<file path="config.mk">
export PLATFORM = sky130hd
export DESIGN_NAME = sleep_seq
export DESIGN_NICKNAME = d
export VERILOG_FILES = /design/src/sleep_seq_pkg.sv /design/src/sleep_seq.sv
export SDC_FILE = /design/constraint.sdc
export NUM_CORES = 1
export LEC_CHECK = 0
export BUFFER_PORTS_ARGS = -buffer_cell sky130_fd_sc_hd__buf_4
export CORE_AREA = 2 2 92 94
export CTS_CLUSTER_DIAMETER = 80
export DETAILED_ROUTE_END_ITERATION = 16
export DIE_AREA = 0 0 94 96
export GPL_ROUTABILITY_DRIVEN = 0
export HOLD_SLACK_MARGIN = 0.08
export PLACE_DENSITY_LB_ADDON = 0.08
export SLEW_MARGIN = 20
export SYNTH_ARGS = -nofsm -noshare
export SYNTH_HDL_FRONTEND = slang
export SYNTH_SLANG_ARGS = --single-unit
</file>
<file path="constraint.sdc">
create_clock -name clk_sys -period 11.3 [get_ports clk_sys]
set_input_delay 2.26 -clock clk_sys [delete_from_list [all_inputs] [get_ports clk_sys]]
set_output_delay 2.26 -clock clk_sys [all_outputs]
set_load 0.02 [all_outputs]
</file>
<file path="src/sleep_seq_pkg.sv">
// Constants, types and pin bundle for the regulator sleep-mode sequencer.
// Assumes one 125 MHz system clock and pins that arrive asynchronously.
// Overview of operation
// Deep sleep adds offset to VID setpoint
// Driver disable falls 32 ticks after deep-sleep
// Skip mode starts 30 ticks after disable
// Deep-sleep exit: PWM, enable drivers, drop offset
// Deep-sleep edge forces good, clock on 32 ticks
// Suspend request slews setpoint to suspend code
// Suspend: disable 32 ticks after final code
// Suspend: skip mode 30 ticks after disable
// Suspend exit: PWM, enable drivers, slew up
// Suspend edges blank good fall, clock gating
// Slave gates stay low while disabled
// Skip mode: zero crossing ends low gate
// Over-limit valley current blocks new cycle
// High gate waits for low gate off
// Low gate waits 35ns after high off
// Forced PWM: low gate complements high gate
// On-time fires on three conditions only
// New mode edge restarts pending delay counts
package sleep_seq_pkg;
   localparam int VID_W          = 6;
   localparam int SUS_W          = 3;
   localparam int OFS_W          = 4;
   localparam int SP_W           = 8;
   localparam int CNT_W          = 6;
   localparam logic [CNT_W-1:0] DLY_DDO   = 6'h20;   // Ticks before driver disable
   localparam logic [CNT_W-1:0] DLY_SKIP  = 6'h1e;   // Ticks before skip mode
   localparam logic [CNT_W-1:0] DLY_BLANK = 6'h20;   // Ticks of force and blank
   localparam logic [SP_W-1:0]  SUS_BASE  = 8'h10;   // Setpoint of suspend code zero
   localparam int CLK_PERIOD_PS  = 8000;
   localparam int DEAD_TIME_NS   = 35;
   // Least time, so round up
   localparam int DEAD_CYC_I     = (DEAD_TIME_NS * 1000 + CLK_PERIOD_PS - 1) / CLK_PERIOD_PS;
   localparam logic [2:0] DEAD_CYC = 3'(DEAD_CYC_I);

   // Pins from outside the clock domain, synchronised as one bundle
   typedef struct packed {
      logic             deep_sleep_n;
      logic             suspend_req;
      logic             slew_tick;
      logic             err_low;       // Error comparator low
      logic             over_limit;    // Valley current above limit
      logic             min_off_done;
      logic             on_time_done;
      logic             zero_cross;
      logic             low_off_fb;    // Low gate seen fully off
      logic [VID_W-1:0] vid_code;
      logic [SUS_W-1:0] suspend_code;
      logic [OFS_W-1:0] offset_plus;
      logic [OFS_W-1:0] offset_minus;
   } pins_t;

   // Idle pin levels; the synchroniser resets here so no false mode edge follows reset
   localparam pins_t PINS_IDLE = '{deep_sleep_n: 1'b1, default: '0};

   typedef struct packed {
      logic high_gate;
      logic low_gate;
   } gates_t;

   typedef enum logic [2:0] {
      ST_RUN      = 3'b000,
      ST_DS_WAIT  = 3'b001,
      ST_DS_SKW   = 3'b010,
      ST_DS_SKIP  = 3'b011,
      ST_SUS_SLEW = 3'b100,
      ST_SUS_WAIT = 3'b101,
      ST_SUS_SKW  = 3'b110,
      ST_SUS_SKIP = 3'b111
   } seq_state_t;

   typedef enum logic [1:0] {
      G_IDLE  = 2'b00,
      G_LOW   = 2'b01,
      G_HIGH  = 2'b10,
      G_DEAD  = 2'b11
   } gate_state_t;
endpackage : sleep_seq_pkg

</file>
<file path="src/sleep_seq.sv">
// Sleep and suspend mode sequencer with gate-drive timing of the regulator.
// Assumes mode and comparator pins are asynchronous; raw power-good and
// clock-gate levels come from logic on clk_sys.
`timescale 1ns/100ps
module sleep_seq (
   input  wire logic                        clk_sys,
   input  wire logic                        arst_n,
   input  wire logic                        clk_en,
   input  wire sleep_seq_pkg::pins_t        pins,
   input  wire logic                        pwr_good_raw,
   input  wire logic                        clk_gate_raw_n,
   output logic                             driver_disable_n,
   output logic                             skip_mode,
   output logic                             vcore_good,
   output logic                             cpu_clk_gate_n,
   output logic [sleep_seq_pkg::SP_W-1:0]   setpoint,
   output sleep_seq_pkg::gates_t            gates
);
   import sleep_seq_pkg::*;

   pins_t           s1_r, s2_r;
   logic            ds_q_r, sus_q_r, tick_q_r;
   seq_state_t      st_r, st_nxt;
   logic [CNT_W-1:0] cnt_r, cnt_nxt, force_r, blank_cnt_r;
   logic            blank_r;
   logic [SP_W-1:0] dac_r;
   gate_state_t     g_r, g_nxt;
   logic [2:0]      dead_r;
   logic            vg_r, cg_r;

   // Two-stage synchroniser; only the second stage feeds logic
   always_ff @(posedge clk_sys or negedge arst_n)
   begin
      if (!arst_n)
      begin
         s1_r <= PINS_IDLE;
         s2_r <= PINS_IDLE;
      end
      else if (clk_en)
      begin
         s1_r <= pins;
         s2_r <= s1_r;
      end
   end

   // Edge detection on synchronised levels
   always_ff @(posedge clk_sys or negedge arst_n)
   begin
      if (!arst_n)
      begin
         ds_q_r   <= 1'b1;
         sus_q_r  <= 1'b0;
         tick_q_r <= 1'b0;
      end
      else if (clk_en)
      begin
         ds_q_r   <= s2_r.deep_sleep_n;
         sus_q_r  <= s2_r.suspend_req;
         tick_q_r <= s2_r.slew_tick;
      end
   end

   wire ds_fall  = ds_q_r & ~s2_r.deep_sleep_n;
   wire ds_rise  = ~ds_q_r & s2_r.deep_sleep_n;
   wire sus_rise = ~sus_q_r & s2_r.suspend_req;
   wire sus_fall = sus_q_r & ~s2_r.suspend_req;
   wire tick     = ~tick_q_r & s2_r.slew_tick;
   wire mode_edge = ds_fall | ds_rise | sus_rise | sus_fall;

   // Target code: suspend code, VID plus offset in deep sleep, else VID
   wire        in_sus   = st_r[2];
   wire        in_ds    = ~st_r[2] & (st_r != ST_RUN);
   wire [SP_W:0] ofs_sum = {3'h0, s2_r.vid_code} + {5'h00, s2_r.offset_plus}
                           - {5'h00, s2_r.offset_minus};
   wire [SP_W-1:0] ofs_tgt = ofs_sum[SP_W] ? '0 : ofs_sum[SP_W-1:0];
   wire [SP_W-1:0] sus_tgt = SUS_BASE + {5'h00, s2_r.suspend_code};
   wire [SP_W-1:0] vid_tgt = {2'h0, s2_r.vid_code};
   wire [SP_W-1:0] target  = in_sus ? sus_tgt : (in_ds ? ofs_tgt : vid_tgt);
   wire            at_tgt  = (dac_r == target);
   wire [SP_W-1:0] dac_nxt = (dac_r < target) ? dac_r + 8'h01 : dac_r - 8'h01;

   // Slew one code per tick toward the target
   always_ff @(posedge clk_sys or negedge arst_n)
   begin
      if (!arst_n)
         dac_r <= '0;
      else if (clk_en && tick && !at_tgt)
         dac_r <= dac_nxt;
   end
   assign setpoint = dac_r;

   // Mode sequencer; suspend outranks deep sleep
   wire cnt_hit_ddo  = tick && (cnt_r == DLY_DDO - 6'h01);
   wire cnt_hit_skip = tick && (cnt_r == DLY_SKIP - 6'h01);
   always_comb
   begin
      st_nxt  = st_r;
      cnt_nxt = tick ? cnt_r + 6'h01 : cnt_r;
      if (sus_rise)
      begin
         st_nxt  = ST_SUS_SLEW;
         cnt_nxt = '0;
      end
      else if (sus_fall)
      begin
         st_nxt  = s2_r.deep_sleep_n ? ST_RUN : ST_DS_WAIT;
         cnt_nxt = '0;
      end
      else if (ds_fall && !in_sus)
      begin
         st_nxt  = ST_DS_WAIT;
         cnt_nxt = '0;
      end
      else if (ds_rise && !in_sus)
      begin
         st_nxt  = ST_RUN;
         cnt_nxt = '0;
      end
      else
      begin
         unique case (st_r)
            ST_RUN, ST_DS_SKIP, ST_SUS_SKIP:
               cnt_nxt = '0;
            ST_DS_WAIT:
               if (cnt_hit_ddo)
                  st_nxt = ST_DS_SKW;
            ST_DS_SKW:
               if (cnt_hit_skip)
                  st_nxt = ST_DS_SKIP;
            ST_SUS_SLEW:
            begin
               cnt_nxt = '0;
               if (at_tgt)
                  st_nxt = ST_SUS_WAIT;
            end
            ST_SUS_WAIT:
               if (cnt_hit_ddo)
                  st_nxt = ST_SUS_SKW;
            ST_SUS_SKW:
               if (cnt_hit_skip)
                  st_nxt = ST_SUS_SKIP;
         endcase
         // Every new wait counts its ticks from zero
         if (st_nxt != st_r)
            cnt_nxt = '0;
      end
   end

   always_ff @(posedge clk_sys or negedge arst_n)
   begin
      if (!arst_n)
      begin
         st_r  <= ST_RUN;
         cnt_r <= '0;
      end
      else if (clk_en)
      begin
         st_r  <= st_nxt;
         cnt_r <= cnt_nxt;
      end
   end

   // Disable drops once the wait expires; any exit raises it at once
   wire ddo_nxt  = !(st_nxt inside {ST_DS_SKW, ST_DS_SKIP, ST_SUS_SKW, ST_SUS_SKIP});
   wire skip_nxt = (st_nxt == ST_DS_SKIP) || (st_nxt == ST_SUS_SKIP);

   // Force window on deep-sleep edges, blank window on suspend edges
   always_ff @(posedge clk_sys or negedge arst_n)
   begin
      if (!arst_n)
      begin
         force_r     <= '0;
         blank_r     <= 1'b0;
         blank_cnt_r <= '0;
      end
      else if (clk_en)
      begin
         if (ds_fall || ds_rise)
            force_r <= DLY_BLANK;
         else if (tick && force_r != '0)
            force_r <= force_r - 6'h01;
         if (sus_rise || sus_fall)
         begin
            blank_r     <= 1'b1;
            blank_cnt_r <= '0;
         end
         else if (blank_r && at_tgt && tick)
         begin
            blank_cnt_r <= blank_cnt_r + 6'h01;
            if (blank_cnt_r == DLY_BLANK - 6'h01)
               blank_r <= 1'b0;
         end
      end
   end

   // Blanking only holds the good level up, it never invents one
   wire forcing = (force_r != '0);
   wire vg_nxt  = forcing | (blank_r ? (vg_r | pwr_good_raw) : pwr_good_raw);
   wire cg_nxt  = ~forcing & (blank_r ? (cg_r & clk_gate_raw_n) : clk_gate_raw_n);

   // Gate-drive state; skip mode and interlocks decide transitions
   wire fire_ok = s2_r.err_low & ~s2_r.over_limit & s2_r.min_off_done;
   always_comb
   begin
      g_nxt = g_r;
      unique case (g_r)
         G_IDLE:
            if (!skip_mode && !fire_ok)
               g_nxt = G_LOW;
            else if (fire_ok && s2_r.low_off_fb)
               g_nxt = G_HIGH;
         G_LOW:
            if (fire_ok || (skip_mode && s2_r.zero_cross))
               g_nxt = G_IDLE;
         G_HIGH:
            if (s2_r.on_time_done)
               g_nxt = G_DEAD;
         G_DEAD:
            if (dead_r == DEAD_CYC - 3'h1)
               g_nxt = G_LOW;
      endcase
   end

   always_ff @(posedge clk_sys or negedge arst_n)
   begin
      if (!arst_n)
      begin
         g_r    <= G_IDLE;
         dead_r <= '0;
      end
      else if (clk_en)
      begin
         g_r    <= g_nxt;
         dead_r <= (g_r == G_DEAD) ? dead_r + 3'h1 : 3'h0;
      end
   end

   // All outputs registered so pins never glitch on decode
   always_ff @(posedge clk_sys or negedge arst_n)
   begin
      if (!arst_n)
      begin
         driver_disable_n <= 1'b1;
         skip_mode        <= 1'b0;
         vg_r             <= 1'b0;
         cg_r             <= 1'b1;
         gates            <= '0;
      end
      else if (clk_en)
      begin
         driver_disable_n <= ddo_nxt;
         skip_mode        <= skip_nxt;
         vg_r             <= vg_nxt;
         cg_r             <= cg_nxt;
         gates.high_gate  <= (g_nxt == G_HIGH);
         gates.low_gate   <= (g_nxt == G_LOW);
      end
   end
   assign vcore_good     = vg_r;
   assign cpu_clk_gate_n = cg_r;

   // Checks on the sequencer and gate interlocks
   chk_ddo_fall_time: assert property (@(posedge clk_sys) disable iff (!arst_n)
      $fell(driver_disable_n) && !$past(mode_edge) |-> $past(cnt_hit_ddo))
      else $error("driver disable fell without full delay");
   chk_skip_start: assert property (@(posedge clk_sys) disable iff (!arst_n)
      $rose(skip_mode) |-> $past(cnt_hit_skip) && !driver_disable_n)
      else $error("skip mode began early");
   chk_ds_exit: assert property (@(posedge clk_sys) disable iff (!arst_n)
      clk_en && ds_rise && !in_sus && !sus_rise |=> driver_disable_n && !skip_mode)
      else $error("deep-sleep exit did not restore drivers");
   chk_sus_exit: assert property (@(posedge clk_sys) disable iff (!arst_n)
      clk_en && sus_fall && s2_r.deep_sleep_n |=> driver_disable_n && st_r == ST_RUN)
      else $error("suspend exit did not restore drivers");
   chk_force_window: assert property (@(posedge clk_sys) disable iff (!arst_n)
      clk_en && forcing |=> vcore_good && !cpu_clk_gate_n)
      else $error("force window not honoured");
   chk_blank_hold: assert property (@(posedge clk_sys) disable iff (!arst_n)
      clk_en && blank_r |=> !$fell(vcore_good) && !$rose(cpu_clk_gate_n))
      else $error("blanking let good fall or clock gate rise");
   chk_limit_block: assert property (@(posedge clk_sys) disable iff (!arst_n)
      $rose(gates.high_gate) |-> $past(s2_r.over_limit, 1) == 1'b0)
      else $error("cycle started over current limit");
   chk_dead_adapt: assert property (@(posedge clk_sys) disable iff (!arst_n)
      $rose(gates.high_gate) |-> $past(s2_r.low_off_fb) && !$past(gates.low_gate))
      else $error("high gate rose before low gate off");
   chk_dead_fixed: assert property (@(posedge clk_sys) disable iff (!arst_n)
      $fell(gates.high_gate) |-> !gates.low_gate [*5])
      else $error("low gate rose inside dead time");
   chk_zero_cross: assert property (@(posedge clk_sys) disable iff (!arst_n)
      clk_en && skip_mode && g_r == G_LOW && s2_r.zero_cross |=> !gates.low_gate)
      else $error("zero crossing did not end low gate");
   chk_no_overlap: assert property (@(posedge clk_sys) disable iff (!arst_n)
      !(gates.high_gate && gates.low_gate))
      else $error("both gates on");
   cov_ds_skip:  cover property (@(posedge clk_sys) st_r == ST_DS_SKIP);
   cov_sus_skip: cover property (@(posedge clk_sys) st_r == ST_SUS_SKIP);
   cov_pulse:    cover property (@(posedge clk_sys) $fell(gates.high_gate) ##[1:20] gates.low_gate);
endmodule : sleep_seq

</file>
==> out/results.ini, run 1 <==
[status]
status=finished clean

[worst_setup_path]
critPathRequiredTime_ps=11560
worst_path_maximum_fanout=9
startpoint_type=flop
timing.setup.critical_path_class=flop to flop
cp.arrival_ps=4960
critPathCaptureType=flop
critical_path.reg2reg.startpoint=s2_r[1]$_DFFE_PN0P_
critical_path.startpoint=s2_r[1]$_DFFE_PN0P_

[cts]
cts_max_level=3
cts_tree=yes
clock_latency_ps=360
clock_sinks=96
cts.path.max_buffers=2
cts-root-buf=clkbuf_8
worst_setup_hold_path_clk_slew_ps=90
cts.hold.buffers_added=0
post_cts_resized=0
post-cts-setup-buffer-count=0
tritoncts.num_buffers=9

[global_routing]
grt_total_ovfl=0
vias_in_the_first_global_route=3296
grt_antenna_before_repair=0
grt_pass1_wl_um=15300
global_route.usage.total_pct=21.5
grt_start_max_net_pins=97

[final_layout]
layout_cells_sized_above_1_pct=24.4
areaGrowthSynthToFinish_pct=11.4
final_nets=575
num_antenna_cells=0

[sta]
highest_attainable_clock_frequency_ghz=0.213
final.setup.tns_ps=0
worst_slew_margin_rel_pct=35.9
setup_ws_ps=6600
final_max_slew_viol_count=0
final_hold_viol_count=0
final_cycle_utilization_of_the_critical_path_pct=41.6
actual_transition_at_the_worst_max_transition_pin_ps=962
setup_repair_after_global_routing_missed_its_margin=false
timing.final.crit_period_ps=4700
finalSetupViolations=0
worst_clock_skew_ps=11.6

[route]
finalWirelength_um=8770
route.detailed.vias_per_inst=5.61
post-route-drc-count=0
detailedRoute.firstPassIterationCount=4
post_drt_wl_per_cell_um=14.2
detailroute.via_count=3459
postRouteAntennaNets=0
drt_first_iter_violations=121

[synth]
ys_seq_area_share_pct=47.5
ys_types=59
postSynthNetCount=537
yosysWarningCount=0
yosys_register_bits=96
synth_enable_flop_cells=0
postSynth.asyncResetShare_pct=100
synth_top_flop_cell=dfrtp_1
post_synth_instance_area_mm2=0.00507
syn_area_per_cell_um2=10.8
synthCells=469

[hold_path]
hold_path.startpoint=s1_r[7]$_DFFE_PN0P_
hp-class=flop to flop

[placement]
dpl_worst_slack_ps=6620
portBuffers=44
hpwl_um=6200

[floorplan]
design.die.area_mm2=0.00902
row_count=33
die_outline_width_um=94
initial_utilization_pct=63.0
top_level_port_count=45
fp.dieH_um=96
core_area_mm2=0.00805

[pwr]
worst_ir_drop_vdd_v=0.0000956
total_leakage_power_nw=2.55
pwr_density_cell_mw_per_mm2=213

[job]
cap_viol_max_count=0

[cells in the mapped netlist, types with 4 or more instances]
cell type	count	area share, %
o21ai_0	37	3.7
mux2_2	43	9.6
nor3_1	4	0.39
o21a_1	5	0.74
a31oi_1	5	0.62
a21o_1	4	0.59
o31ai_1	5	0.74
nand3_1	11	1.1
dfrtp_1	91	45
nand4_1	4	0.49
clkbuf_1	6	0.44
xnor2_1	11	1.9
nor2_1	24	1.8
a22o_1	4	0.69
ha_1	32	7.9
nor2b_1	4	0.49
fa_1	5	2.0
a21oi_1	23	2.3
inv_1	39	2.9
xor2_1	5	0.86
dfstp_2	5	2.6
nor4_2	4	0.99
nand2_1	35	2.6
buf_2	8	0.79
[cells by family (layout without fill, tap and decap cells)]
group | after synthesis | count (layout) | synth area share [%]
AO/OA/AOI/OAI | 112 | 112 | 14.2
XOR/XNOR | 16 | 16 | 2.76
adder cells (fa/ha/maj) | 37 | 37 | 9.87
buffers and inverters | 58 | 101 | 4.86
flip-flops | 96 | 96 | 47.5
multiplexers | 46 | 46 | 10.1
AND/OR/NAND/NOR | 104 | 104 | 10.7
[cell type report]
type / count / area (um^2)
timing repair buffer: 45 / 338
tap: 105 / 131
multi-input combinational: 315 / 2410
fill: 626 / 2400
sequential: 96 / 2410
inverter: 40 / 150
clock buffer: 11 / 141
clock inverter: 5 / 63.8
[worst paths after layout]
check,slack [ps],endpoint,cells after the start
worst min register to register,480,s2_r[7]$_DFFE_PN0P_,2
worst max-delay path,6600,setpoint[6]$_DFFE_PN0P_,20
max in group asynchronous,8330,s2_r[3]$_DFFE_PN0P_,2
worst min-delay path,480,s2_r[7]$_DFFE_PN0P_,2
min in group asynchronous,1830,setpoint[6]$_DFFE_PN0P_,1
worst max register to register,6600,setpoint[6]$_DFFE_PN0P_,20
[cell usage in the layout (no fill, tap or decap), types with 10 or more instances in the layout]
master    instances
a21oi_1          23
xnor2_1          11
nor2_1           24
buf_4            45
dfrtp_1          91
nand3_1          11
inv_1            39
o21ai_0          37
clkbuf_8         10
mux2_2           43
ha_1             32
nand2_1          35
[per-layer routing]
metal,GRT usage [%],routed length (um),up-vias
met5,0,0,-
met4,8.57,128,0
met3,3.52,253,11
met2,33.5,4170,47
met1,30.4,4220,1688
li1,-,-,1713
[worst max-delay path: stages, from the launching register on]
cell and delay, ps:
dfrtp_1 420, fa_1 530, inv_1 60, ha_1 280
a21o_1 100, a21oi_1 100, o21a_1 190, a211oi_2 400
a22o_1 210, nand2_1 60, ha_1 300, a21o_1 170
a21oi_1 130, o21ai_0 90, a31o_2 330, fa_1 420
a21o_1 180, a21oi_1 200, o21ai_0 140, xnor2_1 130
o21ai_0 170
[flip-flops by register name, summed over array words and instances, names as in the netlist, 2 cells and up]
signal       count
g_r              2
blank_cnt_r      6
gates            2
s2_r            26
setpoint         8
cnt_r            6
dead_r           3
force_r          6
st_r             3
s1_r            26
[through the flow]
stage,cells,instance area [um^2],hold slack (ps),utilization (%),power [mW]
2_1_floorplan,469,5070,449,-,0.855
3_3_place_gp,601,5440,463,67.6,0.955
3_5_place_dp,601,5440,468,67.6,0.976
4_1_cts,617,5650,482,70.1,1.21
5_1_grt,617,5650,503,70.1,1.30
6_report,617,5650,482,70.1,1.20
[report_power, final]
part | internal, mW | switching (mW)
logic | 0.238 | 0.263
registers | 0.405 | 0.0643
clock network | 0.110 | 0.120
No activity file was read; power rests on OpenSTA's default activity.
==> run 2, diff against run 1 <==
--- a/config.mk
+++ b/config.mk
@@ -6,10 +6,10 @@
 export NUM_CORES = 1
 export LEC_CHECK = 0
 export BUFFER_PORTS_ARGS = -buffer_cell sky130_fd_sc_hd__buf_4
-export CORE_AREA = 2 2 92 94
+export CORE_AREA = 2 2 100 102
 export CTS_CLUSTER_DIAMETER = 80
 export DETAILED_ROUTE_END_ITERATION = 16
-export DIE_AREA = 0 0 94 96
+export DIE_AREA = 0 0 102 104
 export GPL_ROUTABILITY_DRIVEN = 0
 export HOLD_SLACK_MARGIN = 0.08
 export PLACE_DENSITY_LB_ADDON = 0.08
==> constraint.sdc (replaced) <==
create_clock -name clk_sys -period 3.94 [get_ports clk_sys]
set_input_delay 0.788 -clock clk_sys [delete_from_list [all_inputs] [get_ports clk_sys]]
set_output_delay 0.788 -clock clk_sys [all_outputs]
set_load 0.02 [all_outputs]
==> out/results.ini, run 2 (synthesis results as in run 1) <==
[status]
status=complete, but fails checks
violations=negative setup slack

[cts]
clock_sinks=96  ; unchanged
clock_latency_ps=370  ; about the same
cts_max_level=3  ; unchanged
worst_setup_hold_path_clk_slew_ps=90  ; about the same
cts.path.max_buffers=2  ; unchanged
tritoncts.num_buffers=9  ; unchanged
cts-root-buf=clkbuf_8
cts_tree=yes

[global_routing]
grt.met2_usage_pct=29.8  ; -3.6 points
grt_util_met1_pct=27.6  ; -2.8 points
use_met3_pct=2.96  ; -0.57 points
grt_pass1_wl_um=16500  ; +8.2%
grt_antenna_before_repair=0  ; unchanged
global_route.usage.total_pct=19.3  ; -2.2 points
grt_total_ovfl=0  ; unchanged
grt_start_max_net_pins=65  ; -33%
vias_in_the_first_global_route=3595  ; +9.1%
grt_busiest_layer=met2

[sta]
final_hold_viol_count=0  ; unchanged
setup_repair_after_global_routing_missed_its_margin=true
timing.final.crit_period_ps=4280  ; -426 ps
setup_ws_ps=-336  ; -6930 ps
final_max_slew_viol_count=0  ; unchanged
worst_clock_skew_ps=11.2  ; -0.379 ps
final_cycle_utilization_of_the_critical_path_pct=109  ; +67 points
actual_transition_at_the_worst_max_transition_pin_ps=795  ; -167 ps
finalSetupViolations=6  ; +6
final.setup.tns_ps=-1180  ; -1180 ps
worst_slew_margin_rel_pct=47.0  ; +11 points
highest_attainable_clock_frequency_ghz=0.234  ; +10%

[route]
drt_first_iter_violations=149  ; +23%
route.detailed.vias_per_inst=5.22  ; -6.9%
detailroute.via_count=3565  ; +3.1%
post-route-drc-count=0  ; unchanged
postRouteAntennaNets=0  ; unchanged
post_drt_wl_per_cell_um=14.0  ; -1.6%
finalWirelength_um=9550  ; +8.9%
detailedRoute.firstPassIterationCount=4  ; unchanged

[worst_setup_path]
timing.setup.critical_path_class=flop to flop
reg2reg_setup_slack_ps=-340  ; -6930 ps
critPathRequiredTime_ps=4210  ; -7350 ps
critPathCaptureType=flop
worst_path_maximum_fanout=7  ; -2
cp.arrival_ps=4550  ; -410 ps
startpoint_type=flop

[final_layout]
most-common-layout-cells=91 x dfrtp_1, 81 x buf_4, 43 x mux2_2, 37 x inv_1, 34 x nand2_1
final_common_cell=dfrtp_1
final_util_pct=64.8  ; -5.3 points
layout_cells_sized_above_1_pct=35.5  ; +11 points
num_antenna_cells=0  ; unchanged
filler_cell_count=795  ; +27%
post-route-cell-area_mm2=0.00619  ; +9.6%
areaGrowthSynthToFinish_pct=22.1
final_nets=613  ; +6.6%

[floorplan]
initial_utilization_pct=53.1  ; -9.9 points
fp.dieH_um=104  ; +8.3%
core_area_mm2=0.00955  ; +19%
top_level_port_count=45  ; unchanged
row_count=36  ; +9.1%
design.die.area_mm2=0.0106  ; +18%
die_outline_width_um=102  ; +8.5%

[placement]
hpwl_um=6540  ; +5.4%
placedInstanceArea_mm2=0.00577  ; +6.0%
portBuffers=44  ; unchanged

[pwr]
total_leakage_power_nw=2.76  ; +8.5%
pwr_density_cell_mw_per_mm2=672  ; +220%
worst_ir_drop_vdd_v=0.000297  ; +210%

[job]
cap_viol_max_count=0  ; unchanged

[hold_path]
hp-class=primary input to async pin

## run 2: cell count changes in the layout (fill, tap and decap cells not counted), moves of 6 or more
cell / previous run / this run
buf_4: 45 / 81
o21ai_0: 37 / 25
a21oi_1: 23 / 13
a21oi_2: 2 / 12
o21ai_1: 1 / 11
ha_1: 32 / 24
ha_4: 0 / 6
## run 2: worst paths after layout
check / from / end / cells past startpoint
max: s2_r[1]$_DFFE_PN0P_ / setpoint[7]$_DFFE_PN0P_ / 20
min: arst_n / setpoint[0]$_DFFE_PN0P_ / 1
max reg2reg: s2_r[1]$_DFFE_PN0P_ / setpoint[7]$_DFFE_PN0P_ / 20
min reg2reg: s1_r[11]$_DFFE_PN0P_ / s2_r[11]$_DFFE_PN0P_ / 2
max in group asynchronous: arst_n / driver_disable_n$_DFFE_PN1P_ / 2
min in group clk_sys: s1_r[11]$_DFFE_PN0P_ / s2_r[11]$_DFFE_PN0P_ / 2
## run 2: layout make-up
cell class | instances | area [um^2] | area share [%]
Multi-Input combinational cell | 315 | 2610 | 42.1
Clock inverter | 6 | 90.1 | 1.46
Inverter | 40 | 150 | 2.43
Clock buffer | 10 | 138 | 2.22
Timing Repair Buffer | 83 | 631 | 10.2
Tap cell | 133 | 166 | 2.69
Sequential cell | 96 | 2410 | 38.9
## run 2: power breakdown
part           switching, mW  total [mW]  internal, mW
clock network          0.365       0.742         0.377
registers              0.206        1.37          1.16
logic                  0.966        2.05          1.08
## run 2: stage by stage
stage | total power [mW] | hold slack (ps) | cells | setup WS [ps]
floorplan | 2.57 | 449 | 469 | -127
global placement | 3.10 | 465 | 659 | -269
detailed placement | 3.16 | 471 | 659 | -366
CTS | 3.95 | 493 | 676 | -386
global route | 4.48 | 520 | 683 | -520
finish | 4.16 | 486 | 683 | -336
## run 2: critical path, cell delays in order, from the launching register on
cell and delay [ps]:
dfrtp_1 410, fa_1 560, inv_2 60, ha_4 250, a21o_1 110, a21oi_2 60, o21a_1 200, a211oi_4 290
a221o_1 190, o21ai_1 70, ha_1 330, a21oi_2 180, o21ai_2 90, a31o_4 310, buf_4 160, ha_1 300
o21a_1 140, nor2_1 50, a21oi_2 140, a21oi_2 70, o21ba_2 200
## run 2: metal layers
layer / share of wire (%) / vias up
met5: 0 / -
met2: 46 / 50
met4: 1.6 / 0
met3: 3.0 / 12
li1: - / 1788
met1: 50 / 1715
## run 2: what timing repair did
action,in CTS,in global routing
hold buffers,0,0
endpoints found under the setup margin,6,15
setup buffers,1,7
cloned,0,0
resized for setup,8,28
pin swaps,9,37
endpoints found under the hold margin,0,0
==> run 3, diff against run 2 <==
--- a/config.mk
+++ b/config.mk
@@ -11,6 +11,7 @@
 export DETAILED_ROUTE_END_ITERATION = 16
 export DIE_AREA = 0 0 102 104
 export GPL_ROUTABILITY_DRIVEN = 0
+export GPL_TIMING_DRIVEN = 0
 export HOLD_SLACK_MARGIN = 0.08
 export PLACE_DENSITY_LB_ADDON = 0.08
 export SLEW_MARGIN = 20
==> out/results.ini, run 3 (synthesis results as in run 1) <==
[global_routing]
vias_in_the_first_global_route=3688  ; +2.6%
grt_pass1_wl_um=17300  ; +4.8%
global_route.usage.total_pct=20.5  ; +1.1 points
grt_antenna_before_repair=0  ; unchanged
grt_start_max_net_pins=97  ; +49%
grt_total_ovfl=0  ; unchanged

[sta]
finalSetupViolations=5  ; -1
timing.final.crit_period_ps=4240  ; -38.9 ps
worst_slew_margin_rel_pct=43.1  ; -3.9 points
highest_attainable_clock_frequency_ghz=0.236  ; +0.92%
actual_transition_at_the_worst_max_transition_pin_ps=853  ; +57.9 ps
final_hold_viol_count=0  ; unchanged
setup_repair_after_global_routing_missed_its_margin=true
final_cycle_utilization_of_the_critical_path_pct=108  ; -0.99 points
final_max_slew_viol_count=0  ; unchanged
setup_ws_ps=-297  ; +38.9 ps
worst_clock_skew_ps=7.38  ; -3.82 ps

[worst_setup_path]
cp.arrival_ps=4500  ; -50 ps
worst-r2r-cell-count=21  ; +5.0%
critPathCaptureType=flop
worst_path_maximum_fanout=7  ; unchanged
critPathRequiredTime_ps=4200  ; about the same
critical_path.startpoint=s2_r[12]$_DFFE_PN0P_
timing.setup.critical_path_class=flop to flop
reg2reg_setup_slack_ps=-300  ; +40 ps
startpoint_type=flop
critical_path.reg2reg.endpoint=setpoint[7]$_DFFE_PN0P_
critical_path.reg2reg.startpoint=s2_r[12]$_DFFE_PN0P_
worst_setup_path_endpoint=setpoint[7]$_DFFE_PN0P_

[pwr]
power.total_mw=3.88  ; -6.7%
worst_ir_drop_vdd_v=0.000291  ; -1.9%
pwr_density_cell_mw_per_mm2=639  ; -4.9%
total_leakage_power_nw=2.68  ; -3.0%

[floorplan]
initial_utilization_pct=53.1  ; unchanged
design.die.area_mm2=0.0106  ; unchanged
top_level_port_count=45  ; unchanged
die_outline_width_um=102  ; unchanged
row_count=36  ; unchanged
core_area_mm2=0.00955  ; unchanged
fp.dieH_um=104  ; unchanged

[cts]
cts.hold.buffers_added=0  ; unchanged
cts-root-buf=clkbuf_8
cts_tree=yes
clock_latency_ps=370  ; about the same
cts.path.max_buffers=2  ; unchanged
tritoncts.num_buffers=9  ; unchanged
clock_sinks=96  ; unchanged
cts_max_level=3  ; unchanged
worst_setup_hold_path_clk_slew_ps=100  ; about the same

[job]
cap_viol_max_count=0  ; unchanged

[final_layout]
final_common_cell=dfrtp_1
final_nets=604  ; -1.5%
most-common-layout-cells=91 x dfrtp_1, 56 x buf_4, 43 x mux2_2, 37 x inv_1, 33 x nand2_1
num_antenna_cells=0  ; unchanged
final_util_pct=63.6  ; -1.2 points
multi_input_comb_area_mm2=0.00263  ; +1.0%
layout.cells.non_filler=674  ; -1.3%
filler_cell_count=808  ; +1.6%
area.sequential_mm2=0.00241  ; unchanged
areaGrowthSynthToFinish_pct=19.8
layout_cells_sized_above_1_pct=33.6  ; -1.8 points

[route]
post-route-drc-count=0  ; unchanged
detailedRoute.firstPassIterationCount=4  ; unchanged
postRouteAntennaNets=0  ; unchanged
post_drt_wl_per_cell_um=15.1  ; +7.8%
drt_first_iter_violations=126  ; -15%
route.detailed.vias_per_inst=5.39  ; +3.3%
detailroute.via_count=3635  ; +2.0%
finalWirelength_um=10200  ; +6.4%

[status]
status=complete, but fails checks
violations=negative setup slack

[placement]
hpwl_um=7060  ; +8.0%
place_inst=645  ; -2.1%
portBuffers=43  ; -2.3%

[hold_path]
hp-class=primary input to async pin

## run 3: changes by cell type in the layout (fill, tap and decap cells not counted), moves of 2 or more
cell / previous run / this run
o21ai_2: 4 / 2
bufinv_16: 2 / 0
buf_6: 2 / 4
buf_4: 81 / 56
a21oi_1: 13 / 15
a21oi_2: 12 / 10
clkbuf_1: 0 / 6
inv_6: 1 / 3
buf_2: 0 / 7
## run 3: per-layer routing
layer	track usage, %	vias up	part of all wire (%)
met1	28.3	1795	47
met4	7.43	0	1.4
met5	0	-	0
met2	32.5	56	49
li1	-	1773	-
met3	3.23	11	2.8
## run 3: worst min path at each step
stage                               startpoint                      end  slack, ps  cells after the start
after floorplan           s1_r[11]$_DFFE_PN0P_     s2_r[11]$_DFFE_PN0P_        450                      2
final                                   arst_n  setpoint[3]$_DFFE_PN0P_        500                      1
after global placement    s1_r[15]$_DFFE_PN0P_     s2_r[15]$_DFFE_PN0P_        460                      2
after global routing       s1_r[2]$_DFFE_PN0P_      s1_r[2]$_DFFE_PN0P_        520                      1
after CTS                 s1_r[12]$_DFFE_PN0P_     s2_r[12]$_DFFE_PN0P_        500                      2
after detailed placement  s1_r[12]$_DFFE_PN0P_     s2_r[12]$_DFFE_PN0P_        480                      2
## run 3: per-stage QoR
step	setup slack [ps]	TNS [ps]	area, um^2	hold slack (ps)
floorplan	-127	-319	5140	449
global placement	-398	-1460	5630	465
detailed placement	-457	-1800	5630	477
CTS	-382	-1380	5960	501
global route	-503	-3030	6070	522
finish	-297	-1130	6070	497
## run 3: worst max-delay path, cell delays in order (launching register included)
cell and delay (ps):
dfrtp_1 370, inv_2 50, fa_1 550, inv_2 60
ha_4 230, a21o_1 160, a21oi_2 160, o21a_1 200
a211oi_4 60, a221o_1 350, o21ai_1 90, ha_1 270
a21oi_1 150, o21ai_1 80, a31o_4 290, ha_4 320
a21oi_2 60, nor2b_1 150, a31oi_2 70, a21oi_2 170
a21oi_1 80, o21ba_2 200
## run 3: power by group
part / internal (mW) / total [mW] / switching, mW
logic: 0.962 / 1.91 / 0.944
registers: 1.16 / 1.35 / 0.186
clock network: 0.243 / 0.626 / 0.383
total: 2.37 / 3.88 / 1.51
## run 3: timing repair
| item | 4_1_cts | 5_1_grt |
|---|---|---|
| pin swaps | 20 | 19 |
| buffers inserted | 9 | 4 |
| setup endpoints to repair | 8 | 16 |
| gates resized for setup | 17 | 24 |
## run 3: final cells by class
cell class	instances	share of cell area, %
buffer	18	1.69
clock buffer	9	2.04
clock inverter	7	1.03
inverter	40	2.47
multi-input combinational	315	43.4
sequential	96	39.7
tap	133	2.74
timing repair buffer	56	6.99
